## config.mk

```make
export PLATFORM = sky130hd
export DESIGN_NAME = code_flash_front
export DESIGN_NICKNAME = d
export VERILOG_FILES = /design/src/rtl/flash_ctl_pkg.sv /design/src/rtl/code_flash_front.sv
export SDC_FILE = /design/constraint.sdc
export NUM_CORES = 2
export LEC_CHECK = 0
export ABC_AREA = 1
export BUFFER_PORTS_ARGS = -buffer_cell sky130_fd_sc_hd__buf_2
export CORE_ASPECT_RATIO = 1.5
export CORE_MARGIN = 3
export CORE_UTILIZATION = 30
export CTS_CLUSTER_DIAMETER = 40
export CTS_CLUSTER_SIZE = 28
export DETAILED_ROUTE_END_ITERATION = 7
export MAX_ROUTING_LAYER = met4
export PLACE_DENSITY_LB_ADDON = 0.25
export REMOVE_ABC_BUFFERS = 1
export SETUP_SLACK_MARGIN = 0.3
export SLEW_MARGIN = 5
export SYNTH_ARGS = -nofsm -noshare
export SYNTH_HDL_FRONTEND = slang
export SYNTH_SLANG_ARGS = --single-unit
```

## constraint.sdc

```tcl
create_clock -name core_clk -period 18.1 [get_ports core_clk]
set_clock_uncertainty 0.1 [all_clocks]
set_input_delay 0.905 -clock core_clk [delete_from_list [all_inputs] [get_ports core_clk]]
set_output_delay 0.905 -clock core_clk [all_outputs]
set_load 0.005 [all_outputs]
```

## src/rtl/flash_ctl_pkg.sv

```systemverilog
// constants, register map and state types of the code flash front end
package flash_ctl_pkg;
  // ==========================================================
  // timing
  localparam int CLK_MHZ      = 40;
  localparam int MISS_CYCLES  = (CLK_MHZ <= 50) ? 1 : ((CLK_MHZ < 100) ? 2 : 3);
  localparam logic [1:0] MISS_CNT = 2'(MISS_CYCLES);
  // ==========================================================
  // geometry
  localparam int ADDR_W      = 20;
  localparam int CACHE_BYTES = 256;
  localparam int LINE_BYTES  = 16;
  localparam int WAYS        = 8;
  localparam int LINES       = CACHE_BYTES / LINE_BYTES;
  localparam int SETS        = LINES / WAYS;
  localparam int TAG_W       = ADDR_W - 5;
  localparam int PROG_BYTES  = 128;
  localparam int PROG_WORDS  = PROG_BYTES / 4;
  localparam int BLOCK_BITS  = 13;
  localparam logic [6:0] TM_BLOCK_A = 7'h08;
  localparam logic [6:0] TM_BLOCK_B = 7'h09;
  // ==========================================================
  // register word indices (byte address = 4 * index)
  localparam logic [5:0] IDX_STATUS   = 6'h00;
  localparam logic [5:0] IDX_IRQ_EN   = 6'h01;
  localparam logic [5:0] IDX_ENTRY    = 6'h02;
  localparam logic [5:0] IDX_CACHE_EN = 6'h03;
  localparam logic [5:0] IDX_CACHE_IV = 6'h04;
  localparam logic [5:0] IDX_CMD_ADDR = 6'h05;
  localparam logic [5:0] IDX_CMD      = 6'h06;
  localparam logic [5:0] IDX_CMD_DATA = 6'h07;
  localparam logic [5:0] IDX_PE_STAT  = 6'h08;
  localparam logic [5:0] IDX_BOOT_SEL = 6'h09;
  localparam logic [5:0] IDX_UID0     = 6'h0a;
  // ==========================================================
  // fields
  localparam int VIOL_BIT   = 7;
  localparam int IRQEN_BIT  = 7;
  localparam int ENTRY_BIT  = 0;
  localparam int KEY_LSB    = 8;
  localparam logic [7:0] ENTRY_KEY = 8'haa;
  // ==========================================================
  // command codes
  localparam logic [7:0] CMD_PROGRAM = 8'he8;
  localparam logic [7:0] CMD_ERASE   = 8'h20;
  localparam logic [7:0] CMD_SUSPEND = 8'hb0;
  localparam logic [7:0] CMD_RESUME  = 8'hd0;
  // ==========================================================
  // states
  typedef enum logic [2:0] {PE_IDLE = 3'b001, PE_RUN = 3'b010, PE_SUSP = 3'b100} pe_state_t;
  typedef enum logic [1:0] {F_IDLE = 2'b01, F_WAIT = 2'b10} fetch_state_t;
endpackage

```

## src/rtl/code_flash_front.sv

```systemverilog
// code flash read cache and program/erase sequencer
//
// Functional notes
// - 256-byte cache, 8 ways, 16-byte lines
// - miss evicts least recently used way
// - cache hit answers in one cycle
// - miss latency follows core clock rate
// - commands written to command area
// - program writes one 128-byte unit
// - erase works on whole blocks only
// - fetch allowed while operation suspended
// - resume continues suspended operation
// - interrupts stay possible during self-programming
// - startup area selects block 0 or 1
// - trusted blocks unreadable when protection active
// - 16-byte unique id in four registers
// - entry bit 0 with key bits 15:8
// - access violation flag at status bit 7
// - violation interrupt gated by enable bit 7
//
// The strobed register port and the register offsets were decided locally.
`timescale 1ns/10ps
module code_flash_front
  import flash_ctl_pkg::*;
#(
  parameter logic [127:0] UNIQUE_ID = 128'h0f1e2d3c4b5a69788796a5b4c3d2e1f0 // arbitrary value
)
(
  // clock and reset
  input  wire logic               core_clk,
  input  wire logic               rst_n,
  // register port
  input  wire logic [7:0]         regAddr,
  input  wire logic [31:0]        regWdata,
  input  wire logic               regWr,
  input  wire logic               regRd,
  output logic      [31:0]        regRdata,
  // code fetch
  input  wire logic               fetchReq,
  input  wire logic [ADDR_W-1:0]  fetchAddr,
  output logic                    fetchValid,
  output logic      [31:0]        fetchData,
  // array read
  output logic      [ADDR_W-5:0]  arrLineAddr,
  input  wire logic [127:0]       arrLine,
  // array program/erase
  output logic                    peRun,
  output logic                    peProgram,
  output logic      [ADDR_W-1:0]  peAddr,
  input  wire logic [4:0]         peDataIdx,
  output logic      [31:0]        peData,
  input  wire logic               peDone,
  // protection and interrupt
  input  wire logic               tmActive,
  output logic                    violIrq
);

  // ==========================================================
  // state
  pe_state_t          peState_reg, peState_next;
  logic               viol_reg, viol_next;
  logic               irqEn_reg, irqEn_next;
  logic               entry_reg, entry_next;
  logic               cacheEn_reg, cacheEn_next;
  logic               bootSel_reg, bootSel_next;
  logic [ADDR_W-1:0]  cmdAddr_reg, cmdAddr_next;
  logic [5:0]         bufCnt_reg, bufCnt_next;
  logic [31:0]        progBuf [PROG_WORDS];
  logic               bufWr;
  logic [31:0]        rdata_next;
  logic [31:0]        peData_next;
  logic               peProgram_next;
  logic [ADDR_W-1:0]  peAddr_next;
  logic               irq_next;
  logic               invNow;
  logic               cmdViol;
  logic               fetchViol;
  logic [5:0]         regIdx;
  logic               regHit;

  fetch_state_t       fState_reg, fState_next;
  logic [1:0]         cnt_reg, cnt_next;
  logic [ADDR_W-1:0]  fAddr_reg, fAddr_next;
  logic               fValid_next;
  logic [31:0]        fData_next;
  logic [ADDR_W-5:0]  lineAddr_next;
  logic               lineValid_reg [LINES];
  logic               lineValid_next [LINES];
  logic [TAG_W-1:0]   tag_reg [LINES];
  logic [TAG_W-1:0]   tag_next [LINES];
  logic [2:0]         age_reg [LINES];
  logic [2:0]         age_next [LINES];
  logic [127:0]       lineMem [LINES];
  logic               fillEn;
  logic [3:0]         fillIdx;
  logic [WAYS-1:0]    hitVec;
  logic [ADDR_W-1:0]  mAddr;
  logic [2:0]         hitWay;
  logic [2:0]         victim;
  logic               hit;

  // ==========================================================
  // helpers
  function automatic logic [ADDR_W-1:0] mapBoot(input logic [ADDR_W-1:0] a, input logic sel);
    logic [ADDR_W-1:0] r;
    r = a;
    if (sel && (a[ADDR_W-1:BLOCK_BITS+1] == '0))
      r[BLOCK_BITS] = ~a[BLOCK_BITS];
    return r;
  endfunction

  function automatic logic [31:0] wordOf(input logic [127:0] l, input logic [1:0] w);
    return l[{w, 5'h00} +: 32];
  endfunction

  assign regIdx = regAddr[7:2];
  assign regHit = (regAddr[1:0] == 2'h0);
  assign invNow = regWr && regHit && (regIdx == IDX_CACHE_IV) && regWdata[0];
  assign mAddr  = mapBoot(fetchAddr, bootSel_reg);

  // ==========================================================
  // register file and sequencer
  always_comb
  begin
    peState_next   = peState_reg;
    viol_next      = viol_reg;
    irqEn_next     = irqEn_reg;
    entry_next     = entry_reg;
    cacheEn_next   = cacheEn_reg;
    bootSel_next   = bootSel_reg;
    cmdAddr_next   = cmdAddr_reg;
    bufCnt_next    = bufCnt_reg;
    peProgram_next = peProgram;
    peAddr_next    = peAddr;
    bufWr          = 1'b0;
    cmdViol        = 1'b0;
    rdata_next     = 32'h00000000;
    if (peState_reg == PE_RUN && peDone)
    begin
      peState_next = PE_IDLE;
      bufCnt_next  = 6'h00;
    end
    if (regWr && regHit)
    begin
      case (regIdx)
        IDX_STATUS:   if (!regWdata[VIOL_BIT]) viol_next = 1'b0;
        IDX_IRQ_EN:   irqEn_next = regWdata[IRQEN_BIT];
        IDX_ENTRY:    if (regWdata[KEY_LSB +: 8] == ENTRY_KEY) entry_next = regWdata[ENTRY_BIT];
        IDX_CACHE_EN: cacheEn_next = regWdata[0];
        IDX_BOOT_SEL: bootSel_next = regWdata[0];
        IDX_CMD_ADDR: cmdAddr_next = regWdata[ADDR_W-1:0];
        IDX_CMD_DATA:
        begin
          bufWr = (bufCnt_reg < 6'(PROG_WORDS));
          if (bufWr) bufCnt_next = bufCnt_reg + 6'h01;
        end
        IDX_CMD:
        begin
          if (!entry_reg)
            cmdViol = 1'b1;
          else
          begin
            case (regWdata[7:0])
              CMD_PROGRAM:
                if (peState_reg == PE_IDLE && bufCnt_reg == 6'(PROG_WORDS))
                begin
                  peState_next   = PE_RUN;
                  peProgram_next = 1'b1;
                  peAddr_next    = {cmdAddr_reg[ADDR_W-1:7], 7'h00};
                end
                else
                  cmdViol = 1'b1;
              CMD_ERASE:
                if (peState_reg == PE_IDLE)
                begin
                  peState_next   = PE_RUN;
                  peProgram_next = 1'b0;
                  peAddr_next    = {cmdAddr_reg[ADDR_W-1:BLOCK_BITS], {BLOCK_BITS{1'b0}}};
                end
                else
                  cmdViol = 1'b1;
              CMD_SUSPEND:
                if (peState_reg == PE_RUN) peState_next = PE_SUSP;
                else cmdViol = 1'b1;
              CMD_RESUME:
                if (peState_reg == PE_SUSP) peState_next = PE_RUN;
                else cmdViol = 1'b1;
              default: cmdViol = 1'b1;
            endcase
          end
        end
        default: ;
      endcase
    end
    if (cmdViol || fetchViol)
      viol_next = 1'b1;
    irq_next = viol_next && irqEn_next;
    if (regRd && regHit)
    begin
      case (regIdx)
        IDX_STATUS:   rdata_next[VIOL_BIT] = viol_reg;
        IDX_IRQ_EN:   rdata_next[IRQEN_BIT] = irqEn_reg;
        IDX_ENTRY:    rdata_next[ENTRY_BIT] = entry_reg;
        IDX_CACHE_EN: rdata_next[0] = cacheEn_reg;
        IDX_BOOT_SEL: rdata_next[0] = bootSel_reg;
        IDX_CMD_ADDR: rdata_next[ADDR_W-1:0] = cmdAddr_reg;
        IDX_PE_STAT:  rdata_next = {23'h000000, bufCnt_reg, peState_reg};
        IDX_UID0, IDX_UID0 + 6'h01, IDX_UID0 + 6'h02, IDX_UID0 + 6'h03:
          rdata_next = wordOf(UNIQUE_ID, 2'(regIdx - IDX_UID0));
        default: ;
      endcase
    end
    peData_next = progBuf[peDataIdx];
  end

  always_ff @(posedge core_clk or negedge rst_n)
  begin
    if (!rst_n)
    begin
      peState_reg <= PE_IDLE;
      viol_reg    <= 1'b0;
      irqEn_reg   <= 1'b0;
      entry_reg   <= 1'b0;
      cacheEn_reg <= 1'b1;
      bootSel_reg <= 1'b0;
      cmdAddr_reg <= '0;
      bufCnt_reg  <= 6'h00;
      regRdata    <= 32'h00000000;
      peData      <= 32'h00000000;
      peProgram   <= 1'b0;
      peAddr      <= '0;
      peRun       <= 1'b0;
      violIrq     <= 1'b0;
    end
    else
    begin
      peState_reg <= peState_next;
      viol_reg    <= viol_next;
      irqEn_reg   <= irqEn_next;
      entry_reg   <= entry_next;
      cacheEn_reg <= cacheEn_next;
      bootSel_reg <= bootSel_next;
      cmdAddr_reg <= cmdAddr_next;
      bufCnt_reg  <= bufCnt_next;
      regRdata    <= rdata_next;
      peData      <= peData_next;
      peProgram   <= peProgram_next;
      peAddr      <= peAddr_next;
      peRun       <= (peState_next == PE_RUN);
      violIrq     <= irq_next;
    end
  end

  always_ff @(posedge core_clk)
  begin
    if (bufWr)
      progBuf[bufCnt_reg[4:0]] <= regWdata;
    if (fillEn)
      lineMem[fillIdx] <= arrLine;
  end

  // ==========================================================
  // cache lookup
  genvar gw;
  generate
    for (gw = 0; gw < WAYS; gw++)
    begin : g_way
      assign hitVec[gw] = lineValid_reg[{mAddr[4], 3'(gw)}] && !invNow && cacheEn_reg
                          && (tag_reg[{mAddr[4], 3'(gw)}] == mAddr[ADDR_W-1:5]);
    end
  endgenerate

  always_comb
  begin
    hitWay = 3'h0;
    victim = 3'h0;
    for (int w = WAYS - 1; w >= 0; w--)
    begin
      if (hitVec[w]) hitWay = 3'(w);
      if (age_reg[{fAddr_reg[4], 3'(w)}] == 3'h7) victim = 3'(w);
    end
    for (int w = WAYS - 1; w >= 0; w--)
      if (!lineValid_reg[{fAddr_reg[4], 3'(w)}]) victim = 3'(w);
  end

  assign hit = |hitVec;

  // ==========================================================
  // fetch path
  always_comb
  begin
    fState_next   = fState_reg;
    cnt_next      = cnt_reg;
    fAddr_next    = fAddr_reg;
    fValid_next   = 1'b0;
    fData_next    = fetchData;
    lineAddr_next = arrLineAddr;
    fetchViol     = 1'b0;
    fillEn        = 1'b0;
    fillIdx       = 4'h0;
    for (int i = 0; i < LINES; i++)
    begin
      lineValid_next[i] = lineValid_reg[i] && !invNow;
      tag_next[i]       = tag_reg[i];
      age_next[i]       = age_reg[i];
    end
    case (fState_reg)
      F_IDLE:
        if (fetchReq)
        begin
          if (peState_reg == PE_RUN ||
              (tmActive && (mAddr[ADDR_W-1:BLOCK_BITS] == TM_BLOCK_A ||
                            mAddr[ADDR_W-1:BLOCK_BITS] == TM_BLOCK_B)))
          begin
            fetchViol   = 1'b1;
            fValid_next = 1'b1;
            fData_next  = 32'hffffffff;
          end
          else if (hit)
          begin
            fValid_next = 1'b1;
            fData_next  = wordOf(lineMem[{mAddr[4], hitWay}], mAddr[3:2]);
            for (int w = 0; w < WAYS; w++)
              if (age_reg[{mAddr[4], 3'(w)}] < age_reg[{mAddr[4], hitWay}])
                age_next[{mAddr[4], 3'(w)}] = age_reg[{mAddr[4], 3'(w)}] + 3'h1;
            age_next[{mAddr[4], hitWay}] = 3'h0;
          end
          else
          begin
            fState_next   = F_WAIT;
            cnt_next      = MISS_CNT;
            fAddr_next    = mAddr;
            lineAddr_next = mAddr[ADDR_W-1:4];
          end
        end
      F_WAIT:
        if (cnt_reg == 2'h1)
        begin
          fState_next = F_IDLE;
          fValid_next = 1'b1;
          fData_next  = wordOf(arrLine, fAddr_reg[3:2]);
          if (cacheEn_reg && !invNow)
          begin
            fillEn  = 1'b1;
            fillIdx = {fAddr_reg[4], victim};
            lineValid_next[fillIdx] = 1'b1;
            tag_next[fillIdx]       = fAddr_reg[ADDR_W-1:5];
            for (int w = 0; w < WAYS; w++)
              if (age_reg[{fAddr_reg[4], 3'(w)}] < age_reg[fillIdx])
                age_next[{fAddr_reg[4], 3'(w)}] = age_reg[{fAddr_reg[4], 3'(w)}] + 3'h1;
            age_next[fillIdx] = 3'h0;
          end
        end
        else
          cnt_next = cnt_reg - 2'h1;
      default: fState_next = F_IDLE;
    endcase
  end

  always_ff @(posedge core_clk or negedge rst_n)
  begin
    if (!rst_n)
    begin
      fState_reg  <= F_IDLE;
      cnt_reg     <= 2'h0;
      fAddr_reg   <= '0;
      fetchValid  <= 1'b0;
      fetchData   <= 32'h00000000;
      arrLineAddr <= '0;
      for (int i = 0; i < LINES; i++)
      begin
        lineValid_reg[i] <= 1'b0;
        tag_reg[i]       <= '0;
        age_reg[i]       <= 3'(i);
      end
    end
    else
    begin
      fState_reg  <= fState_next;
      cnt_reg     <= cnt_next;
      fAddr_reg   <= fAddr_next;
      fetchValid  <= fValid_next;
      fetchData   <= fData_next;
      arrLineAddr <= lineAddr_next;
      for (int i = 0; i < LINES; i++)
      begin
        lineValid_reg[i] <= lineValid_next[i];
        tag_reg[i]       <= tag_next[i];
        age_reg[i]       <= age_next[i];
      end
    end
  end

endmodule

```

==> metrics <==
status=finished clean; Port Buffers=around 320; dpl hpwl=approximately 260000 um; post-CTS resize count=0; FF+latch count, synth=approximately 3500; Critical Path AT=8.57 ns; crit path launch type=flop; via count of the first global-routing pass=~99000; Core ar.=roughly 0.48 sq mm; non-filler instance count after layout=approximately 20000; final hold slack=approximately 0.14 ns; global-route wire length before repair=702000 um; Filler cells=about 48000; maximum root-to-sink buffer count=4; Gate Count Post-Synth=~13000; largest net degree at the start of global routing=173; fin. max-slew vios=0; Worst Hold Class=in2reg; gr ovfl total=0; multi-input logic area=between 0.03 and 0.04 sq mm; setup TNS=0 ns; DR pass1 iterations=8; slew margin rel.=between 10% and 20%; CP endpoint kind=flop; routed vias/inst=5.14; sequential group share of total power=approximately 45%; Yosys top cell area share=63.2%; CTS buffer count=390; layout cells sized above 1=10.4%; post-synth cell types=64; Reg2Reg Launch Point=arrLineAddr[0]; Worst-path clk slew=approximately 0.070 ns; htree depth=5; die area=just under 0.5 sq mm; 1st-iter DRT viols=between 8000 and 9000; Synth area leader=edfxtp_1; root buf cell=clkbuf_16; Final setup viols=0; min Tclk post-route=8.07 ns; max FFs per register=just over 2000; placed cells=about 19000; switching fraction of total power=between 30% and 40%; Overall Global Routing Usage=~20%; Ports=approximately 340; Switch Pwr=6710 uW; area growth from synthesis to layout=15.4%; dominant synthesized flop cell=edfxtp_1; placer congestion estimate=approximately 0.89; final WL=about 490000 um; leading post-synthesis cells by cell area=edfxtp_1 63%, nand2_1 7.9%, dfrtp_1 7.5%, nand3_1 3.4%, o21ai_0 3.3%; MaxCap Viol Count=0; Post-synth top cells=3084 x nand2_1, 3072 x edfxtp_1, 1037 x nor2_1, 1006 x nand3_1, 965 x o21ai_0; DP Area=around 0.15 sq mm; P per Cell Area=about 130 mW/mm^2; Worst Path Max Fanout=slightly below 70; row cnt=about 310; critical path launch point=arrLineAddr[0]; starting density of the core=between 30 and 40%; clock share of power=38.5%; CTS tree=yes; Hold-fix buffers, CTS=1; Final Hold Fails=0; part of the power in combinational logic=between 15 and 20%; Peak Freq=around 0.12 GHz; Worst-Margin Slew=approximately 1.3 ns; Synth warnings=0; Post-Syn Area per Cell=between 10 and 15 sq um; Register-to-Register Setup Slack=10.03 ns; Seq/Total Area, Yosys=between 70 and 80%; initial antenna violation count=66; Internal Power=15100 uW; Nets=12952; final period utilization=44.6%; synthesized cell area=between 0.1 and 0.15 sq mm; per-cell routed wire length=roughly 25 um; WS Path Type=reg2reg; storage element area=0.104 sq mm; clk sinks=roughly 3500; worst-skew pair later-pin latency=between 1 and 1.5 ns; Final Util=34.8%; Vias=a little over 100k; ANT nets after route=0; leakage power=about 0.058 uW; top-count cell post-synth=nand2_1; CP required=18.60 ns; peak supply drop=0.109 mV; Die Y=between 800 and 900 um; RSZ-0062 raised after global routing=false; DRC=0; Post-synth EDFFs=roughly 3000; Setup Buffers After CTS=0; HP Start=arrLine[40]; die width=roughly 580 um; Post-synth ARST share=about an eighth; post-layout instance area=0.168 sq mm
[power by group through the flow]
| stage | combinational (uW) | sequential [uW] | clock (uW) |
|---|---|---|---|
| 6_report | 3680 | 9740 | 8410 |
| 5_1_grt | 4100 | 9780 | 8900 |
| 4_1_cts | 3670 | 9740 | 8600 |
| 3_5_place_dp | 3660 | 9910 | 0 |
| 3_3_place_gp | 3660 | 9900 | 0 |
| 2_1_floorplan | 2180 | 9800 | 0 |
[metrics by stage]
stage / total power (uW) / setup slack [ns]
after floorplan: 12000 / -10.56
after global placement: 13600 / 9.00
after detailed placement: 13600 / 9.06
after CTS: 22000 / 10.01
after global routing: 22800 / 9.49
final: 21800 / 10.03
[critical path: stages (launching register included)]
cell and delay [ns]:
dfrtp_4 0.87, buf_4 0.50, o21ai_0 0.24, ha_1 0.25, ha_1 0.27, o21ai_0 0.19
a21oi_1 0.07, o21ai_0 0.14, nand2_1 0.09, nand2_1 0.07, nand2_1 0.05, nand2_1 0.07
nand2_1 0.05, nand2_1 0.17, nand2_1 0.30, nand2_1 0.28, nand2_1 0.24, nor2_1 0.64
inv_1 0.20, nor2_1 0.19, inv_1 0.12, nor2_4 0.87, buf_4 0.72, buf_4 0.81
[per-layer routing]
metal / vias up / track usage [%] / wire length (um)
li1: 45539 / - / -
met1: 51044 / 23.0 / 192000
met2: 3264 / 34.7 / 250000
met3: 923 / 2.74 / 28000
met4: 0 / 6.99 / 18700
met5: - / - / 0
[final timing paths]
| path | endpoint | depth (start not counted) |
|---|---|---|
| setup / recovery | lineMem[13][54] | 23 |
| hold / removal | lineMem[8][40] | 1 |
| setup reg to reg | lineMem[13][54] | 23 |
| hold reg to reg | peAddr[18] | 2 |
| max in group asynchronous | fetchData[22] | 5 |
| min in group asynchronous | peData[11] | 2 |
[cells in the final DEF (no fill, tap or decap), types with 23 or more instances in the layout]
cell / instances
o21ai_0: 965
clkbuf_16: 390
a32oi_1: 30
clkinv_2: 40
dfrtp_1: 436
bufinv_16: 42
nand4_1: 669
nor2_4: 53
dfstp_2: 27
diode_2: 74
nor3_1: 34
o211ai_1: 47
inv_1: 425
o2111ai_1: 35
clkinvlp_4: 42
o221ai_1: 189
clkbuf_1: 32
a31oi_1: 37
buf_12: 23
clkinv_4: 37
clkinv_8: 25
a21oi_1: 318
edfxtp_1: 3072
buf_2: 316
nor2_1: 986
nand3_1: 1006
buf_4: 164
clkinv_1: 39
o22ai_1: 115
inv_8: 26
nand2_1: 3084
inv_6: 50
ha_1: 39
[layout make-up]
class,instances,area share [%]
sequential,3538,61.7
multi-input combinational,7813,22.1
clock buffer,430,5.93
tap,6457,4.80
clock inverter,306,2.30
timing repair buffer,510,2.00
inverter,460,1.05
antenna,74,0.110
[logic make-up after synthesis]
logic type      synth area share, %
simple gates                   17.5
flops                          71.2
compound gates                 7.08
fa+ha+maj                     0.334
buf+inv                        3.60
mux                          0.0591
other cells                 0.00257
xor+xnor                      0.174
(Power assumes the default switching activity.)
